$ cat config.mk
export PLATFORM = sky130hd
export DESIGN_NAME = sfr_bank
export DESIGN_NICKNAME = d
export VERILOG_FILES = /design/src/hdl/sfr_bank_pkg.sv /design/src/hdl/sfr_bank.sv /design/src/hdl/sync_two_ff.sv /design/src/hdl/event_flag.sv
export SDC_FILE = /design/constraint.sdc
export NUM_CORES = 1
export LEC_CHECK = 0
export BUFFER_PORTS_ARGS = -buffer_cell sky130_fd_sc_hd__buf_2
export CAP_MARGIN = 20
export CORE_MARGIN = 4
export CORE_UTILIZATION = 35
export DETAILED_ROUTE_END_ITERATION = 7
export PLACE_DENSITY_LB_ADDON = 0.25
export SYNTH_ARGS = -nofsm -noshare
export SYNTH_HDL_FRONTEND = slang
export SYNTH_SLANG_ARGS = --single-unit
$ cat constraint.sdc
create_clock -name CLK -period 2.17 [get_ports CLK]
set_input_delay 0 -clock CLK [delete_from_list [all_inputs] [get_ports CLK]]
set_output_delay 0 -clock CLK [all_outputs]
set_load 0.03 [all_outputs]
$ cat src/hdl/sfr_bank_pkg.sv
// Package with the addresses, bit positions and codes of the device-specific SFR bank.
// Assumes an 8-bit SFR bus with one-cycle read and write strobes.
package sfr_bank_pkg;
    // ==========================================================
    // SFR addresses
    localparam logic [7:0] ADDR_ERASE_TRIGGER = 8'h94;
    localparam logic [7:0] ADDR_EEPROM_DATA = 8'h9E;
    localparam logic [7:0] ADDR_EEPROM_CMD = 8'h9F;
    localparam logic [7:0] ADDR_FLASH_CONTROL = 8'hB2;
    localparam logic [7:0] ADDR_PAGE_SELECT = 8'hB7;
    localparam logic [7:0] ADDR_MULTI_FLAG = 8'hE8;
    localparam logic [7:0] ADDR_IRQ_VIEW = 8'hF8;
    // ==========================================================
    // Erase patterns
    localparam logic [7:0] PATTERN_PAGE_ERASE = 8'h55;
    localparam logic [7:0] PATTERN_MASS_ERASE = 8'hAA;
    // ==========================================================
    // Field positions
    localparam int BIT_PWE = 0;
    localparam int BIT_MEEN = 1;
    localparam int BIT_PROTECT = 6;
    localparam int BIT_PREBOOT = 7;
    localparam int BIT_XFER_FLAG = 0;
    localparam int BIT_SEC_FLAG = 1;
    localparam int BIT_WD_RESTART = 7;
    // ==========================================================
    // Widths, ranges and reset values
    localparam int PAGE_BITS = 7;
    localparam int IRQ_LINES = 7;
    localparam logic [7:0] RESET_BYTE = 8'h00;
    localparam logic [7:0] BUS_WIDTH_ONE = 8'h01;
endpackage : sfr_bank_pkg

$ cat src/hdl/sfr_bank.sv
// Device-specific SFR bank: flash erase control, flash write redirect, read-out
// protection, EEPROM master data and command, multi-purpose flags and interrupt view.
// Assumes the core presents one-cycle SFR read and write strobes on CLK.
//
// Contract
// - Pattern 0x55 starts page erase after select
// - Pattern 0xAA mass erases if enabled, debug
// - Other trigger values are ignored entirely
// - Page select holds page 0-127, resets zero
// - Command write launches EEPROM byte transmission
// - Write enable steers data stores into flash
// - Write enable clears after each flash byte
// - Write enable writes blocked while interrupts enabled
// - Mass erase enable one-shot, resets disabled
// - Protect bit set-only, cleared by reset
// - Status bit reads one during pre-boot
// - Transfer event sets transfer flag
// - Seconds tick sets one-second flag
// - Restart bit reads clock-loss flag, zero clears
// - Writing one restarts the watchdog
// - Interrupt view returns live input levels
module sfr_bank (
    input wire logic CLK,
    input wire logic SYS_RST,
    input wire logic [7:0] SFR_ADDR,
    input wire logic [7:0] SFR_WDATA,
    input wire logic SFR_WR,
    input wire logic SFR_RD,
    output logic [7:0] SFR_RDATA,
    input wire logic IRQ_GLOBAL_EN,
    input wire logic DEBUG_PORT_EN,
    input wire logic PREBOOT_ACTIVE,
    input wire logic FLASH_BYTE_DONE,
    input wire logic TRANSFER_BUSY_EVENT,
    input wire logic SECONDS_TICK_EVENT,
    input wire logic CLOCK_LOSS_EVENT,
    input wire logic [6:0] EXT_IRQ_LINES,
    input wire logic [7:0] EEPROM_STATUS,
    output logic PAGE_ERASE_START,
    output logic MASS_ERASE_START,
    output logic [6:0] ERASE_PAGE,
    output logic PROGRAM_SPACE_WRITE_ENABLE,
    output logic READOUT_PROTECT,
    output logic [7:0] EEPROM_DATA,
    output logic [7:0] EEPROM_COMMAND,
    output logic EEPROM_LAUNCH,
    output logic WATCHDOG_RESTART,
    output logic TRANSFER_IRQ_FLAG,
    output logic ONE_SECOND_IRQ_FLAG,
    output logic CLOCK_LOSS_FLAG
);
    // ==========================================================
    // State
    typedef struct packed {
        logic [6:0] page_r;
        logic page_fresh_r;
        logic meen_r;
        logic pwe_r;
        logic protect_r;
        logic [7:0] ee_data_r;
        logic [7:0] ee_cmd_r;
        logic ee_launch_r;
        logic page_start_r;
        logic mass_start_r;
        logic wd_restart_r;
        logic [7:0] rdata_r;
    } bank_state_t;

    bank_state_t st_r;
    bank_state_t st_nxt;

    logic [6:0] irq_view;
    logic preboot_sync;
    logic debug_sync;
    logic xfer_flag;
    logic sec_flag;
    logic loss_flag;
    logic wr_erase;
    logic wr_flash;
    logic wr_multi;
    logic multi_clr_xfer;
    logic multi_clr_sec;
    logic multi_clr_loss;

    // ==========================================================
    // Pin synchronisers
    sync_two_ff #(
        .WIDTH(sfr_bank_pkg::IRQ_LINES + 2)
    ) u_sync (
        .CLK(CLK),
        .SYS_RST(SYS_RST),
        .async_in({EXT_IRQ_LINES, PREBOOT_ACTIVE, DEBUG_PORT_EN}),
        .sync_out({irq_view, preboot_sync, debug_sync})
    );

    // ==========================================================
    // Write decode
    assign wr_erase = SFR_WR && (SFR_ADDR == sfr_bank_pkg::ADDR_ERASE_TRIGGER);
    assign wr_flash = SFR_WR && (SFR_ADDR == sfr_bank_pkg::ADDR_FLASH_CONTROL);
    assign wr_multi = SFR_WR && (SFR_ADDR == sfr_bank_pkg::ADDR_MULTI_FLAG);
    assign multi_clr_xfer = wr_multi && !SFR_WDATA[sfr_bank_pkg::BIT_XFER_FLAG];
    assign multi_clr_sec = wr_multi && !SFR_WDATA[sfr_bank_pkg::BIT_SEC_FLAG];
    assign multi_clr_loss = wr_multi && !SFR_WDATA[sfr_bank_pkg::BIT_WD_RESTART];

    // ==========================================================
    // Event flags
    event_flag u_xfer_flag (
        .CLK(CLK),
        .SYS_RST(SYS_RST),
        .set_evt(TRANSFER_BUSY_EVENT),
        .clr_evt(multi_clr_xfer),
        .flag(xfer_flag)
    );

    event_flag u_sec_flag (
        .CLK(CLK),
        .SYS_RST(SYS_RST),
        .set_evt(SECONDS_TICK_EVENT),
        .clr_evt(multi_clr_sec),
        .flag(sec_flag)
    );

    event_flag u_loss_flag (
        .CLK(CLK),
        .SYS_RST(SYS_RST),
        .set_evt(CLOCK_LOSS_EVENT),
        .clr_evt(multi_clr_loss),
        .flag(loss_flag)
    );

    // ==========================================================
    // Register next state
    always_comb
    begin
        st_nxt = st_r;
        st_nxt.ee_launch_r = 1'b0;
        st_nxt.page_start_r = 1'b0;
        st_nxt.mass_start_r = 1'b0;
        st_nxt.wd_restart_r = 1'b0;
        if (FLASH_BYTE_DONE)
        begin
            st_nxt.pwe_r = 1'b0;
        end
        if (SFR_WR)
        begin
            unique case (SFR_ADDR)
                sfr_bank_pkg::ADDR_ERASE_TRIGGER:
                begin
                    if (SFR_WDATA == sfr_bank_pkg::PATTERN_PAGE_ERASE)
                    begin
                        st_nxt.page_start_r = st_r.page_fresh_r;
                        st_nxt.page_fresh_r = 1'b0;
                    end
                    else if (SFR_WDATA == sfr_bank_pkg::PATTERN_MASS_ERASE)
                    begin
                        st_nxt.mass_start_r = st_r.meen_r && debug_sync;
                        st_nxt.meen_r = 1'b0;
                    end
                    // Other patterns change nothing
                end
                sfr_bank_pkg::ADDR_PAGE_SELECT:
                begin
                    st_nxt.page_r = SFR_WDATA[sfr_bank_pkg::PAGE_BITS-1:0];
                    st_nxt.page_fresh_r = 1'b1;
                end
                sfr_bank_pkg::ADDR_EEPROM_DATA:
                begin
                    st_nxt.ee_data_r = SFR_WDATA;
                end
                sfr_bank_pkg::ADDR_EEPROM_CMD:
                begin
                    st_nxt.ee_cmd_r = SFR_WDATA;
                    st_nxt.ee_launch_r = 1'b1;
                end
                sfr_bank_pkg::ADDR_FLASH_CONTROL:
                begin
                    if (!IRQ_GLOBAL_EN)
                    begin
                        st_nxt.pwe_r = SFR_WDATA[sfr_bank_pkg::BIT_PWE];
                    end
                    st_nxt.meen_r = SFR_WDATA[sfr_bank_pkg::BIT_MEEN];
                    if (SFR_WDATA[sfr_bank_pkg::BIT_PROTECT])
                    begin
                        st_nxt.protect_r = 1'b1;
                    end
                end
                sfr_bank_pkg::ADDR_MULTI_FLAG:
                begin
                    st_nxt.wd_restart_r = SFR_WDATA[sfr_bank_pkg::BIT_WD_RESTART];
                end
                default:
                begin
                end
            endcase
        end
        // Read mux, registered
        st_nxt.rdata_r = sfr_bank_pkg::RESET_BYTE;
        if (SFR_RD)
        begin
            unique case (SFR_ADDR)
                sfr_bank_pkg::ADDR_PAGE_SELECT:
                    st_nxt.rdata_r = {1'b0, st_r.page_r};
                sfr_bank_pkg::ADDR_EEPROM_DATA:
                    st_nxt.rdata_r = st_r.ee_data_r;
                sfr_bank_pkg::ADDR_EEPROM_CMD:
                    st_nxt.rdata_r = EEPROM_STATUS;
                sfr_bank_pkg::ADDR_FLASH_CONTROL:
                    st_nxt.rdata_r = {preboot_sync, st_r.protect_r, 5'b0_0000,
                        st_r.pwe_r};
                sfr_bank_pkg::ADDR_MULTI_FLAG:
                    st_nxt.rdata_r = {loss_flag, 5'b0_0000, sec_flag, xfer_flag};
                sfr_bank_pkg::ADDR_IRQ_VIEW:
                    st_nxt.rdata_r = {1'b0, irq_view};
                default:
                    st_nxt.rdata_r = sfr_bank_pkg::RESET_BYTE;
            endcase
        end
    end

    always_ff @(posedge CLK)
    begin
        if (SYS_RST)
        begin
            st_r <= '0;
        end
        else
        begin
            st_r <= st_nxt;
        end
    end

    // ==========================================================
    // Outputs
    assign SFR_RDATA = st_r.rdata_r;
    assign PAGE_ERASE_START = st_r.page_start_r;
    assign MASS_ERASE_START = st_r.mass_start_r;
    assign ERASE_PAGE = st_r.page_r;
    assign PROGRAM_SPACE_WRITE_ENABLE = st_r.pwe_r;
    assign READOUT_PROTECT = st_r.protect_r;
    assign EEPROM_DATA = st_r.ee_data_r;
    assign EEPROM_COMMAND = st_r.ee_cmd_r;
    assign EEPROM_LAUNCH = st_r.ee_launch_r;
    assign WATCHDOG_RESTART = st_r.wd_restart_r;
    assign TRANSFER_IRQ_FLAG = xfer_flag;
    assign ONE_SECOND_IRQ_FLAG = sec_flag;
    assign CLOCK_LOSS_FLAG = loss_flag;
endmodule : sfr_bank

$ cat src/hdl/sync_two_ff.sv
// Two flip-flop synchroniser for a vector of pin levels.
// Assumes the inputs are asynchronous to CLK.
module sync_two_ff #(
    parameter int WIDTH = 1
) (
    input wire logic CLK,
    input wire logic SYS_RST,
    input wire logic [WIDTH-1:0] async_in,
    output logic [WIDTH-1:0] sync_out
);
    typedef struct packed {
        logic [WIDTH-1:0] meta_r;
        logic [WIDTH-1:0] out_r;
    } sync_state_t;

    sync_state_t state_r;
    sync_state_t state_nxt;

    always_comb
    begin
        state_nxt.meta_r = async_in;
        state_nxt.out_r = state_r.meta_r;
    end

    always_ff @(posedge CLK)
    begin
        if (SYS_RST)
        begin
            state_r <= '0;
        end
        else
        begin
            state_r <= state_nxt;
        end
    end

    assign sync_out = state_r.out_r;
endmodule : sync_two_ff

$ cat src/hdl/event_flag.sv
// Sticky flag set by a hardware event and cleared by a write strobe; set wins.
// Assumes event and clear come from CLK-domain logic.
module event_flag (
    input wire logic CLK,
    input wire logic SYS_RST,
    input wire logic set_evt,
    input wire logic clr_evt,
    output logic flag
);
    typedef struct packed {
        logic flag_r;
    } flag_state_t;

    flag_state_t state_r;
    flag_state_t state_nxt;

    always_comb
    begin
        state_nxt = state_r;
        if (set_evt)
        begin
            state_nxt.flag_r = 1'b1;
        end
        else if (clr_evt)
        begin
            state_nxt.flag_r = 1'b0;
        end
    end

    always_ff @(posedge CLK)
    begin
        if (SYS_RST)
        begin
            state_r <= '0;
        end
        else
        begin
            state_r <= state_nxt;
        end
    end

    assign flag = state_r.flag_r;
endmodule : event_flag

Yosys cells after proc, flatten, opt, wreduce, memory -nomap -nowiden --
Index checks and enable logic that the tools add are counted.
Word-level totals: flip-flop bits (word level) 60, logic and storage cells 83
Cells by class: equal/unequal tests 12, multiplexer cells 24, bitwise logic cells 6, reductions and logical operators 24
Operators with widths (number):
- 8-bit equality test, second input constant | 8
- 8-bit case mux with 6 select lines | 1
- 22-bit two-way mux | 1
- 1-bit two-way mux | 16
- 2-bit nonzero test | 5
- 9-bit two-way mux | 1
- 8-bit by 7-bit equality test with 1-bit output, second input constant | 1
- 8-bit two-way mux | 1
- 1-bit inverter | 6
- 2-bit AND reduction | 3
- 3-bit AND reduction | 2
- 1-bit logical AND | 5
- 5-bit OR reduction | 1
- 2-bit two-way mux | 2
- 2-bit by 1-bit inequality test with 1-bit output, second input constant | 2
- 1-bit case mux with 2 select lines | 2
- 4-bit AND reduction | 1
- 2-bit OR reduction | 2
- 4-bit OR reduction | 1
- 1-bit logical NOT | 3
- 3-bit OR reduction | 1
- 2-bit inequality test, second input constant | 1

Depth between registers and ports, before layout --
Gate-level depths: netlist of run 1.
depth after elaboration 5, depth in mapped cells 6, depth with buffers taken out 4

Modules after synthesis --
From an unflattened synthesis of run 1, not the netlist that was laid out.
Unflattened totals: cells, all modules 264, area, all modules 2633.8 um^2
Modules (own cells, without submodules):
- sfr_bank | times used 1, cells each 215, area each 2028.2 um^2
- sync_two_ff | times used 1, cells each 37, area each 489.2 um^2
- event_flag | times used 3, cells each 4, area each 38.8 um^2

Least setup slack after synthesis of run 1 --
OpenSTA, ideal clock, no wires.
kind input to register, start in SFR_WR, end reg st_r (netlist bit ERASE_PAGE[6]), library setup time 0.128 ns, data arrival time 1.095 ns, required time 2.042 ns, path slack 0.947 ns, stages 6, cell sequence buf_2 -> inv_1 -> or4_1 -> buf_6 -> mux2i_1 -> nor2_1
Between the ends: longest elaborated chain between the ends 1
RTL lines:
- start: declaration | RTL line sfr_bank.sv:27 | input wire logic SFR_WR,
- 2-bit AND reduction (no source line)
- end signal: assignment | RTL line sfr_bank.sv:228 | st_r <= st_nxt;
- end: declaration | RTL line sfr_bank.sv:69 | bank_state_t st_r;
No other way between the ends. A chain may end at the register's enable or synchronous reset.

Worst setup path after layout of run 1 --
start in SFR_WR, end reg st_r (netlist bit ERASE_PAGE[5])
The elaborated chain is that of the path after synthesis.

==> run summary, run 1 <==
Worst Hold End - EEPROM_COMMAND[4]
Layout Nets - 375
Post-Route Skew - 0.0111 ns
Mapped cell area - 2610 µm²
Ys async rst share - 0%
Seq cells post-synth - 60
PwrDens - 719 nW/µm²
CP Data Arrival Time - 1.91 ns
Setup WS pre-CTS - 0.641 ns
GRT Total Usage - 15.8%
First-pass GRT wire length - 10.6 mm
Area growth syn-to-layout - 24.1%
RSZ-0062 raised after global routing - false
Max H-tree Level - 3
Diodes inserted - 0
Worst hold path type - in2reg
Reg2Reg Depth - 3
DRT Wirelength - 6.71 mm
Critical hold path startpoint - SFR_WDATA[4]
DIE HEIGHT - 94.3 µm
Hpwl dp - 4.89 mm
Post-synth cell types - 40
Failing checks - negative hold slack
Post-synth top flop - dfxtp_1
Total iterations of the first detailed-routing run - 5
Yosys Warn Count - 0
Setup TNS - 0 ns
CTS buffer count - 9
Die X - 94.3 µm
# setup viols final - 0
Max-slew violations - 0
Clk root buf - clkbuf_8
Row count - 31
Crit end category - register
Slew margin rel. - 62.7%
WP data required - 2.38 ns
Hold_buf cts - 17
Area of the multi-input gates - 1080 µm²
Fillers - 728
Fin Hold WS - -0.00336 ns
Reg2reg start - EEPROM_DATA[2]
Critical Path Fanout Max - 10
GP Congestion - 0.901
Slew @ Worst Pin - 0.555 ns
Largest net degree at the start of global routing - 29
Most common cell after layout, fill and taps aside - buf_2
Post-route ant nets - 0
1st-iter DRT viols - 149
# IOs - 82
CTS resizes - 0
WL/cell - 15.4 µm
Run status - complete, but fails checks
Crit path max-delay family - buffers and inverters
Routed vias/inst - 4.71
Syn Nets - 306
Crit start category - input port
Mapped Cells - 264
Largest stage delay, worst path - 0.76 ns
Final worst-path setup slack - 0.466 ns
Tmin final - 1.70 ns
Max VDD drop - 395 µV
DRC viols - 0
Final Hold Vio Count - 2
CTS tree - built
Post-CTS setup buffers - 0
Clock slew at reported path FFs - 0.07 ns
R2r endpoint - SFR_RDATA[2]
Vias - 2060
Most frequent cells in the layout - buf_2 (81), dfxtp_1 (60), nor2_1 (33), mux2i_1 (23), nor2b_1 (18)
CP Class - in2reg
CTS sink cnt - 60
Die area - 8890 µm²
Register Area - 1200 µm²
Final worst-path cycle share - 78.5%
Initial antenna violation count - 0
FMAX - 587 MHz
Max-cap viol count - 0
Leak pwr - 1.58 nW
Vias in the first global route - 2019
Number of synthesized flops with an enable pin - 0
Clock tree buffer depth - 2
Crit path cell chain - dlygate4sd3_1, buf_2, inv_1, or4_1, mux2i_1, nor2_1
Crit-path slowest cell - or4_1
Hold Crit Depth - 3
IO Port Bufs - 81
Core region area - 7250 µm²
Mean area per synthesized cell - 9.87 µm²
Reg2reg setup slack - 1.15 ns
WP buf/inv - 3
Gr ovfl total - 0
Seq/Total Area, Yosys - 46.1%
Starting Density - 35.9%
Worst-Skew Late Latency - 0.34 ns
Share of layout cells above drive strength 1 - 33.4%
registers in the layout, indices dropped and copies added, names as in the netlist:
signal and count:
MASS_ERASE_START 1, SFR_RDATA 8, ERASE_PAGE 7, u_sec_flag.flag 1, EEPROM_DATA 8, READOUT_PROTECT 1, st_r 2, u_loss_flag.flag 1
u_xfer_flag.flag 1, u_sync.state_nxt 9, u_sync.sync_out 9, EEPROM_COMMAND 8, PROGRAM_SPACE_WRITE_ENABLE 1, EEPROM_LAUNCH 1, PAGE_ERASE_START 1, WATCHDOG_RESTART 1
final cells by class:
class | count | share of cell area (%)
Clock buffer | 12 | 4.80
Clock inverter | 4 | 1.47
Inverter | 7 | 0.813
Multi-Input combinational cell | 154 | 33.4
Sequential cell | 60 | 37.2
Tap cell | 99 | 3.83
Timing Repair Buffer | 101 | 18.5
layer usage:
| metal | vias to the layer above | wire length [µm] | GRT usage, % |
|---|---|---|---|
| li1 | 1024 | - | - |
| met1 | 966 | 3000 | 20.1 |
| met2 | 62 | 3190 | 24.9 |
| met3 | 8 | 445 | 4.49 |
| met4 | 0 | 80 | 6.86 |
| met5 | - | 0 | 0 |
logic make-up after synthesis:
group,Yosys count,synth area share [%]
AND/OR/NAND/NOR,93,20.3
flip-flops,60,46.1
buffers and inverters,50,12.4
multiplexers,32,12.7
AO/OA/AOI/OAI,29,8.50
power by group:
group | internal, W | switching (W) | leakage (nW)
logic | 0.0000825 | 0.0000975 | 0.991
clock network | 0.000589 | 0.000428 | 0.102
registers | 0.00112 | 0.00000682 | 0.488
cell usage after synthesis, types with 2 or more instances:
| library cell | n | area, µm² |
|---|---|---|
| and4b_1 | 2 | 20.0 |
| nor2b_1 | 18 | 113 |
| and2_1 | 2 | 12.5 |
| clkbuf_1 | 6 | 22.5 |
| inv_1 | 7 | 26.3 |
| o21ai_0 | 4 | 20.0 |
| nand4_1 | 3 | 18.8 |
| nand2_1 | 10 | 37.5 |
| buf_2 | 4 | 20.0 |
| nor4bb_1 | 2 | 20.0 |
| mux2_2 | 9 | 101 |
| buf_4 | 31 | 233 |
| nor4b_1 | 2 | 17.5 |
| buf_6 | 2 | 22.5 |
| nand3_1 | 2 | 10.0 |
| a22oi_1 | 5 | 37.5 |
| nand2b_1 | 2 | 12.5 |
| dfxtp_1 | 60 | 1200 |
| or4_1 | 2 | 15.0 |
| nor3_1 | 5 | 25.0 |
| a21oi_1 | 8 | 40.0 |
| a222oi_1 | 4 | 40.0 |
| nor2_1 | 33 | 124 |
| mux2i_1 | 23 | 230 |
| nand4b_1 | 2 | 17.5 |
| a22o_1 | 2 | 17.5 |
stage by stage:
step           instances  area, µm²  utilization (%)  total power, W  hold slack (ns)
6_report             437       3230             44.6         0.00233         -0.00336
5_1_grt              437       3230             44.6         0.00243           0.0150
4_1_cts              437       3230             44.6         0.00236          0.00291
3_5_place_dp         404       2860             39.4         0.00131            0.215
3_3_place_gp         404       2860             39.4         0.00131            0.211
2_1_floorplan        264       2610                -         0.00123            0.128
worst reg2reg max path, stage by stage, from the launching register on:
cell      delay (ns)
dfxtp_1         0.33
mux2_2          0.27
a222oi_1        0.21
nor2_1          0.08
worst max path at each step:
stage                startpoint             to  slack [ns]  cells past startpoint
floorplan                SFR_WR  ERASE_PAGE[6]        0.95                      6
global placement    SFR_ADDR[6]  ERASE_PAGE[3]        0.65                      5
detailed placement  SFR_ADDR[6]  ERASE_PAGE[6]        0.64                      5
CTS                      SFR_WR  ERASE_PAGE[2]        0.49                      6
global route             SFR_WR  ERASE_PAGE[2]        0.39                      6
finish                   SFR_WR  ERASE_PAGE[5]        0.47                      6
No activity file was read; power rests on OpenSTA's default activity.
==> run 2, diff against run 1 <==
==> constraint.sdc (replaced) <==
create_clock -name CLK -period 1.6 [get_ports CLK]
set_input_delay 0 -clock CLK [delete_from_list [all_inputs] [get_ports CLK]]
set_output_delay 0 -clock CLK [all_outputs]
set_load 0.03 [all_outputs]
==> run 2 against run 1 <==
Against the previous run:
- the run now ends clean
- setup slack got worse by 0.19 ns
- utilization rose by 1.1 points
- critical path type unchanged
- cell count grew 1.6%
- power is 43% higher
- count of clock-buffer cells in the layout is 2 lower
- non-clock buffer count grew 7
- critical endpoint is now st_r[30]
- largest cell class unchanged
- die area is the same
- via count rose by 2.8%
- register-to-register slack worse by 0.60 ns
- final area is 2.5% higher
==> run summary, run 2 (synthesis results as in run 1) <==
Run status - finished, final reports clean
Die area - 8890 µm² (unchanged)
Reg2reg setup slack - 0.55 ns (-0.60 ns)
Most common cell after layout, fill and taps aside - buf_2
Reg2Reg Depth - 3 (unchanged)
Slew @ Worst Pin - 0.522 ns (-0.0332 ns)
Layout Nets - 382 (+1.9%)
Net switching power - 0.000761 W (+43%)
Max-cap viol count - 0 (unchanged)
Area of the multi-input gates - 1080 µm² (unchanged)
Max-slew violations - 0 (unchanged)
Initial antenna violation count - 0 (unchanged)
Area growth syn-to-layout - 27.1%
CP Data Arrival Time - 1.60 ns (-0.31 ns)
Comb pwr share - 7.6% (about the same)
CTS sink cnt - 60 (unchanged)
DRC viols - 0 (unchanged)
CP Class - in2reg
Fillers - 741 (+1.8%)
Vias - 2117 (+2.8%)
Slew margin rel. - 65.2% (+2.5 points)
Final Hold Vio Count - 0 (-2)
Largest net degree at the start of global routing - 50 (+72%)
Tot Pwr - 0.00332 W (+43%)
Post-route ant nets - 0 (unchanged)
WL/cell - 15.4 µm (+0.18%)
Diodes inserted - 0 (unchanged)
CTS tree - built
Sw Ratio - 22.9% (+0.054 points)
# setup viols final - 0 (unchanged)
Starting Density - 35.9% (unchanged)
Hpwl dp - 4.91 mm (+0.59%)
Total iterations of the first detailed-routing run - 5 (unchanged)
Row count - 31 (unchanged)
Worst-Skew Late Latency - 0.35 ns (about the same)
Tmin final - 1.33 ns
Area of placed instances - 2900 µm² (+1.3%)
Int Pwr - 0.00256 W (+43%)
Share of layout cells above drive strength 1 - 34.5% (+1.1 points)
Final worst-path cycle share - 82.9%
CTS buffer count - 9 (unchanged)
Worst hold path type - in2reg
DIE HEIGHT - 94.3 µm (unchanged)
Max H-tree Level - 3 (unchanged)
Setup TNS - 0 ns (unchanged)
CTS resizes - 0 (unchanged)
RSZ-0062 raised after global routing - false
DRT Wirelength - 6.83 mm (+1.8%)
WP data required - 1.87 ns (-0.51 ns)
Core region area - 7250 µm² (unchanged)
1st-iter DRT viols - 137 (-8.1%)
IO Port Bufs - 81 (unchanged)
Vias in the first global route - 2061 (+2.1%)
Routed vias/inst - 4.77 (+1.1%)
Die X - 94.3 µm (unchanged)
Crit start category - input port
Post-CTS setup buffers - 0 (unchanged)
PwrDens - 1000 nW/µm² (+39%)
Hold_buf cts - 18 (+1)
Register Area - 1200 µm² (unchanged)
Clk network pwr share - 46.2% (+2.5 points)
Reg2reg start - EEPROM_DATA[3]
GRT Total Usage - 16.3% (+0.48 points)
Crit end category - register
Critical Path Source - SFR_WDATA[3]
Gr ovfl total - 0 (unchanged)
Critical Path Fanout Max - 5 (-5)
Clock slew at reported path FFs - 0.07 ns (about the same)
# IOs - 82 (unchanged)
Clk root buf - clkbuf_8
Design Area, Final - 3310 µm² (+2.5%)
Clock tree buffer depth - 2 (unchanged)
Sequential share of power - 46.1% (-2.4 points)
Post-Route Skew - 0.0120 ns (+0.000899 ns)
Max VDD drop - 495 µV (+25%)
Leak pwr - 1.62 nW (+2.2%)
GP Congestion - 0.878 (-2.6%)
Worst setup endpoint - st_r[30]
R2r endpoint - SFR_RDATA[3]
FMAX - 754 MHz
Most frequent cells in the layout - buf_2 (81), dfxtp_1 (60), nor2_1 (33), mux2i_1 (23), dlygate4sd3_1 (19)
First-pass GRT wire length - 10.7 mm (+1.6%)
## run 2: worst min-delay path by stage
stage	startpoint	end	slack (ns)	cells after the start
finish	SFR_WDATA[6]	READOUT_PROTECT	0.003	3
CTS	FLASH_BYTE_DONE	PROGRAM_SPACE_WRITE_ENABLE	0.002	3
global placement	EXT_IRQ_LINES[4]	u_sync.state_nxt[6]	0.22	2
floorplan	DEBUG_PORT_EN	u_sync.state_nxt[0]	0.13	1
global route	IRQ_GLOBAL_EN	PROGRAM_SPACE_WRITE_ENABLE	0.03	3
detailed placement	EXT_IRQ_LINES[3]	u_sync.state_nxt[5]	0.22	2
## run 2: critical path: stages
cell           delay (ns)
dlygate4sd3_1        0.53
buf_2                0.16
and4b_1              0.21
nand4_1              0.15
or3b_2               0.45
o211ai_1             0.10
## run 2: stage by stage
stage | hold WS, ns | worst slack (ns) | util (%) | instances
finish | 0.00312 | 0.273 | 45.7 | 444
global route | 0.0317 | 0.212 | 45.7 | 444
CTS | 0.00153 | 0.280 | 45.5 | 443
detailed placement | 0.218 | 0.108 | 40.0 | 409
global placement | 0.217 | 0.145 | 40.0 | 409
floorplan | 0.128 | 0.377 | - | 264
## run 2: power groups by stage
stage / registers (W) / clock network (W) / logic [W]
after global routing: 0.00153 / 0.00164 / 0.000278
after CTS: 0.00153 / 0.00157 / 0.000253
after global placement: 0.00156 / 0 / 0.000219
final: 0.00153 / 0.00153 / 0.000254
after floorplan: 0.00157 / 0 / 0.0000953
after detailed placement: 0.00156 / 0 / 0.000219
## run 2: layout make-up
class / instances / share of cell area (%)
inverter: 7 / 0.793
multi-input combinational: 154 / 32.6
timing repair buffer: 108 / 19.8
sequential: 60 / 36.3
tap: 99 / 3.74
clock inverter: 6 / 2.64
clock buffer: 10 / 4.15
## run 2: per-layer routing
layer	global-route usage [%]	share of wire [%]
met3	6.73	7.6
met5	0	0
met2	25.2	48
met1	20.4	44
met4	5.66	0.89
==> run 3, diff against run 2 <==
--- a/config.mk
+++ b/config.mk
@@ -5,6 +5,7 @@
 export SDC_FILE = /design/constraint.sdc
 export NUM_CORES = 1
 export LEC_CHECK = 0
+export ABC_AREA = 1
 export BUFFER_PORTS_ARGS = -buffer_cell sky130_fd_sc_hd__buf_2
 export CAP_MARGIN = 20
 export CORE_MARGIN = 4
==> constraint.sdc (replaced) <==
create_clock -name CLK -period 1.14 [get_ports CLK]
set_input_delay 0 -clock CLK [delete_from_list [all_inputs] [get_ports CLK]]
set_output_delay 0 -clock CLK [all_outputs]
set_load 0.03 [all_outputs]
==> run 3 against run 2 <==
Against the previous run:
- die area is 3.9% higher
- sequential cell count stayed put
- critical path depth is 5 lower
- combinational power is 53% higher
- sequential share of layout area is 1.8 points lower
==> run summary, run 3 <==
CTS resizes - 0 (unchanged)
WP data required - 1.14 ns (-0.73 ns)
WL/cell - 13.0 µm (-15%)
Area growth syn-to-layout - 28.5%
CP Data Arrival Time - 0.96 ns (-0.64 ns)
Row count - 31 (unchanged)
Largest net degree at the start of global routing - 35 (-30%)
Clock slew at reported path FFs - 0.07 ns (about the same)
Post-CTS setup buffers - 0 (unchanged)
Largest stage delay, worst path - 0.39 ns (-0.14 ns)
Total iterations of the first detailed-routing run - 4 (-1)
Number of synthesized flops with an enable pin - 0 (unchanged)
Area leader, netlist - dfxtp_1
Critical hold path startpoint - EEPROM_STATUS[4]
Max VDD drop - 581 µV (+17%)
Core Util, Final - 47.1% (+1.4 points)
Crit-path slowest cell - dfxtp_1
Final worst-path cycle share - 83.9%
Hpwl dp - 5.55 mm (+13%)
Run status - finished, final reports clean
Worst-Skew Late Latency - 0.34 ns (about the same)
DRC viols - 0 (unchanged)
Crit start category - register
Setup WS pre-CTS - -0.0873 ns (-0.195 ns)
Diodes inserted - 0 (unchanged)
IO Port Bufs - 81 (unchanged)
Post-synth top flop - dfxtp_1
Worst hold path type - in2reg
Leak pwr - 1.64 nW (+1.3%)
1st-iter DRT viols - 121 (-12%)
Crit end category - primary output
GP Congestion - 0.872 (-0.65%)
# IOs - 82 (unchanged)
Max-slew violations - 0 (unchanged)
Final Hold Vio Count - 0 (unchanged)
Final worst-path setup slack - 0.184 ns (-0.0896 ns)
Max H-tree Level - 3 (unchanged)
Initial antenna violation count - 0 (unchanged)
Hold_buf cts - 25 (+7)
FMAX - 1050 MHz
Ys async rst share - 0% (unchanged)
Vias - 2573 (+22%)
GRT Total Usage - 17.4% (+1.1 points)
Yosys Warn Count - 0 (unchanged)
Die X - 96.1 µm (+1.9%)
Most frequent cell after synthesis - nand2_1
Fin Hold WS - 0.00584 ns (+0.00272 ns)
Core region area - 7410 µm² (+2.1%)
Die area - 9230 µm² (+3.9%)
Slew margin rel. - 74.9% (+9.8 points)
Design Area, Final - 3490 µm² (+5.4%)
Top cells by count, synth - nand2_1 (73), dfxtp_1 (60), inv_1 (54)
CTS buffer count - 9 (unchanged)
Mapped cell area - 2720 µm² (+4.2%)
Post-route ant nets - 0 (unchanged)
Max-cap viol count - 0 (unchanged)
Share of layout cells above drive strength 1 - 25.8% (-8.7 points)
Crit path max-delay family - flip-flops
Seq cells post-synth - 60 (unchanged)
Syn Nets - 424 (+39%)
DRT Wirelength - 7.51 mm (+10%)
Gr ovfl total - 0 (unchanged)
Routed vias/inst - 4.47 (-6.3%)
Tmin final - 0.956 ns
First-pass GRT wire length - 11.9 mm (+11%)
Synth top area cells - dfxtp_1 (44%), nand2_1 (10%), buf_4 (8.8%), inv_1 (7.5%), nor2_1 (7.0%)
Crit path cell chain - buf_2
CTS tree - built
RSZ-0062 raised after global routing - false
Starting Density - 36.7% (+0.73 points)
Seq/Total Area, Yosys - 44.2% (-1.9 points)
Clock tree buffer depth - 2 (unchanged)
Most common cell after layout, fill and taps aside - buf_2
Critical Path Fanout Max - 3 (-2)
PwrDens - 1210 nW/µm² (+21%)
Reg2reg start - EEPROM_DATA[0]
CTS sink cnt - 60 (unchanged)
CP Class - reg2out
Area of placed instances - 3060 µm² (+5.7%)
Post-synth cell types - 29 (-28%)
Post-Route Skew - 0.00596 ns (-0.00604 ns)
# setup viols final - 0 (unchanged)
Setup TNS - 0 ns (unchanged)
Critical Path Source - EEPROM_DATA[7]
Top cell type's share of synthesized area - 44.2% (-1.9 points)
Clk root buf - clkbuf_8
Slew @ Worst Pin - 0.375 ns (-0.147 ns)
DIE HEIGHT - 96.1 µm (+1.9%)
Mean area per synthesized cell - 7.11 µm² (-28%)
Vias in the first global route - 2443 (+19%)
Layout Nets - 514 (+35%)
Most frequent cells in the layout - buf_2 (81), nand2_1 (73), dfxtp_1 (60), inv_1 (54), nor2_1 (51)
Mapped Cells - 382 (+45%)
WP buf/inv - 1 (-1)
==> run 3: changes by cell type after synthesis, moves of 5 or more <==
cell     delta
mux2_2      -9
nor2b_1    -17
a21oi_1    +19
nor2_1     +18
inv_1      +47
o21ai_0    +14
mux2i_1    -23
nand2_1    +63
inv_2       +5
a22oi_1     -5
nand3_1    +22
==> run 3: through the flow <==
stage                     power [W]  std cells
final                       0.00423        576
after global placement      0.00251        535
after CTS                   0.00428        576
after global routing        0.00443        576
after floorplan             0.00235        382
after detailed placement    0.00251        535
==> run 3: kinds of logic (layout without fill, tap and decap cells) <==
group	after synthesis	count (layout)	share of synthesized area, %
buffers and inverters	100	195	18.7
AOI/OAI and AO/OA	55	55	10.7
DFF	60	60	44.2
and+or+nand+nor	167	167	26.4
==> run 3: final cells by class <==
cell class                 instances  area, µm²
clock buffer                       9        124
clock inverter                     7       53.8
fill                             762       3920
inverter                          60        226
multi-input combinational        222       1010
sequential                        60       1200
tap                               99        124
timing repair buffer             119        753
==> run 3: metal layers <==
layer | share of wire (%) | up-vias | track usage [%]
met5 | 0 | - | 0
met4 | 1.0 | 0 | 4.98
met3 | 8.4 | 8 | 6.41
met2 | 45 | 87 | 27.3
met1 | 45 | 1138 | 22.5
li1 | - | 1340 | -
==> run 3: final timing paths <==
| kind | endpoint | slack (ns) | depth (start not counted) |
|---|---|---|---|
| setup reg to reg | SFR_RDATA[0] | 0.26 | 4 |
| hold reg to reg | u_sync.sync_out[2] | 0.40 | 2 |
| setup / recovery | EEPROM_DATA[7] | 0.18 | 1 |
| hold / removal | SFR_RDATA[4] | 0.006 | 5 |
==> run 3: worst min-delay path: stages <==
cell and delay [ns]:
buf_2 0.08, nand2_1 0.04, nand2_1 0.07, nor2_1 0.04
nor2_1 0.08
==> run 3: power breakdown <==
| part | internal (W) | leakage [nW] | switching, W | total, W |
|---|---|---|---|---|
| Sequential | 0.00213 | 0.488 | 0.0000137 | 0.00215 |
| Clock | 0.000792 | 0.0814 | 0.000903 | 0.00170 |
| Combinational | 0.000176 | 1.07 | 0.000214 | 0.000389 |
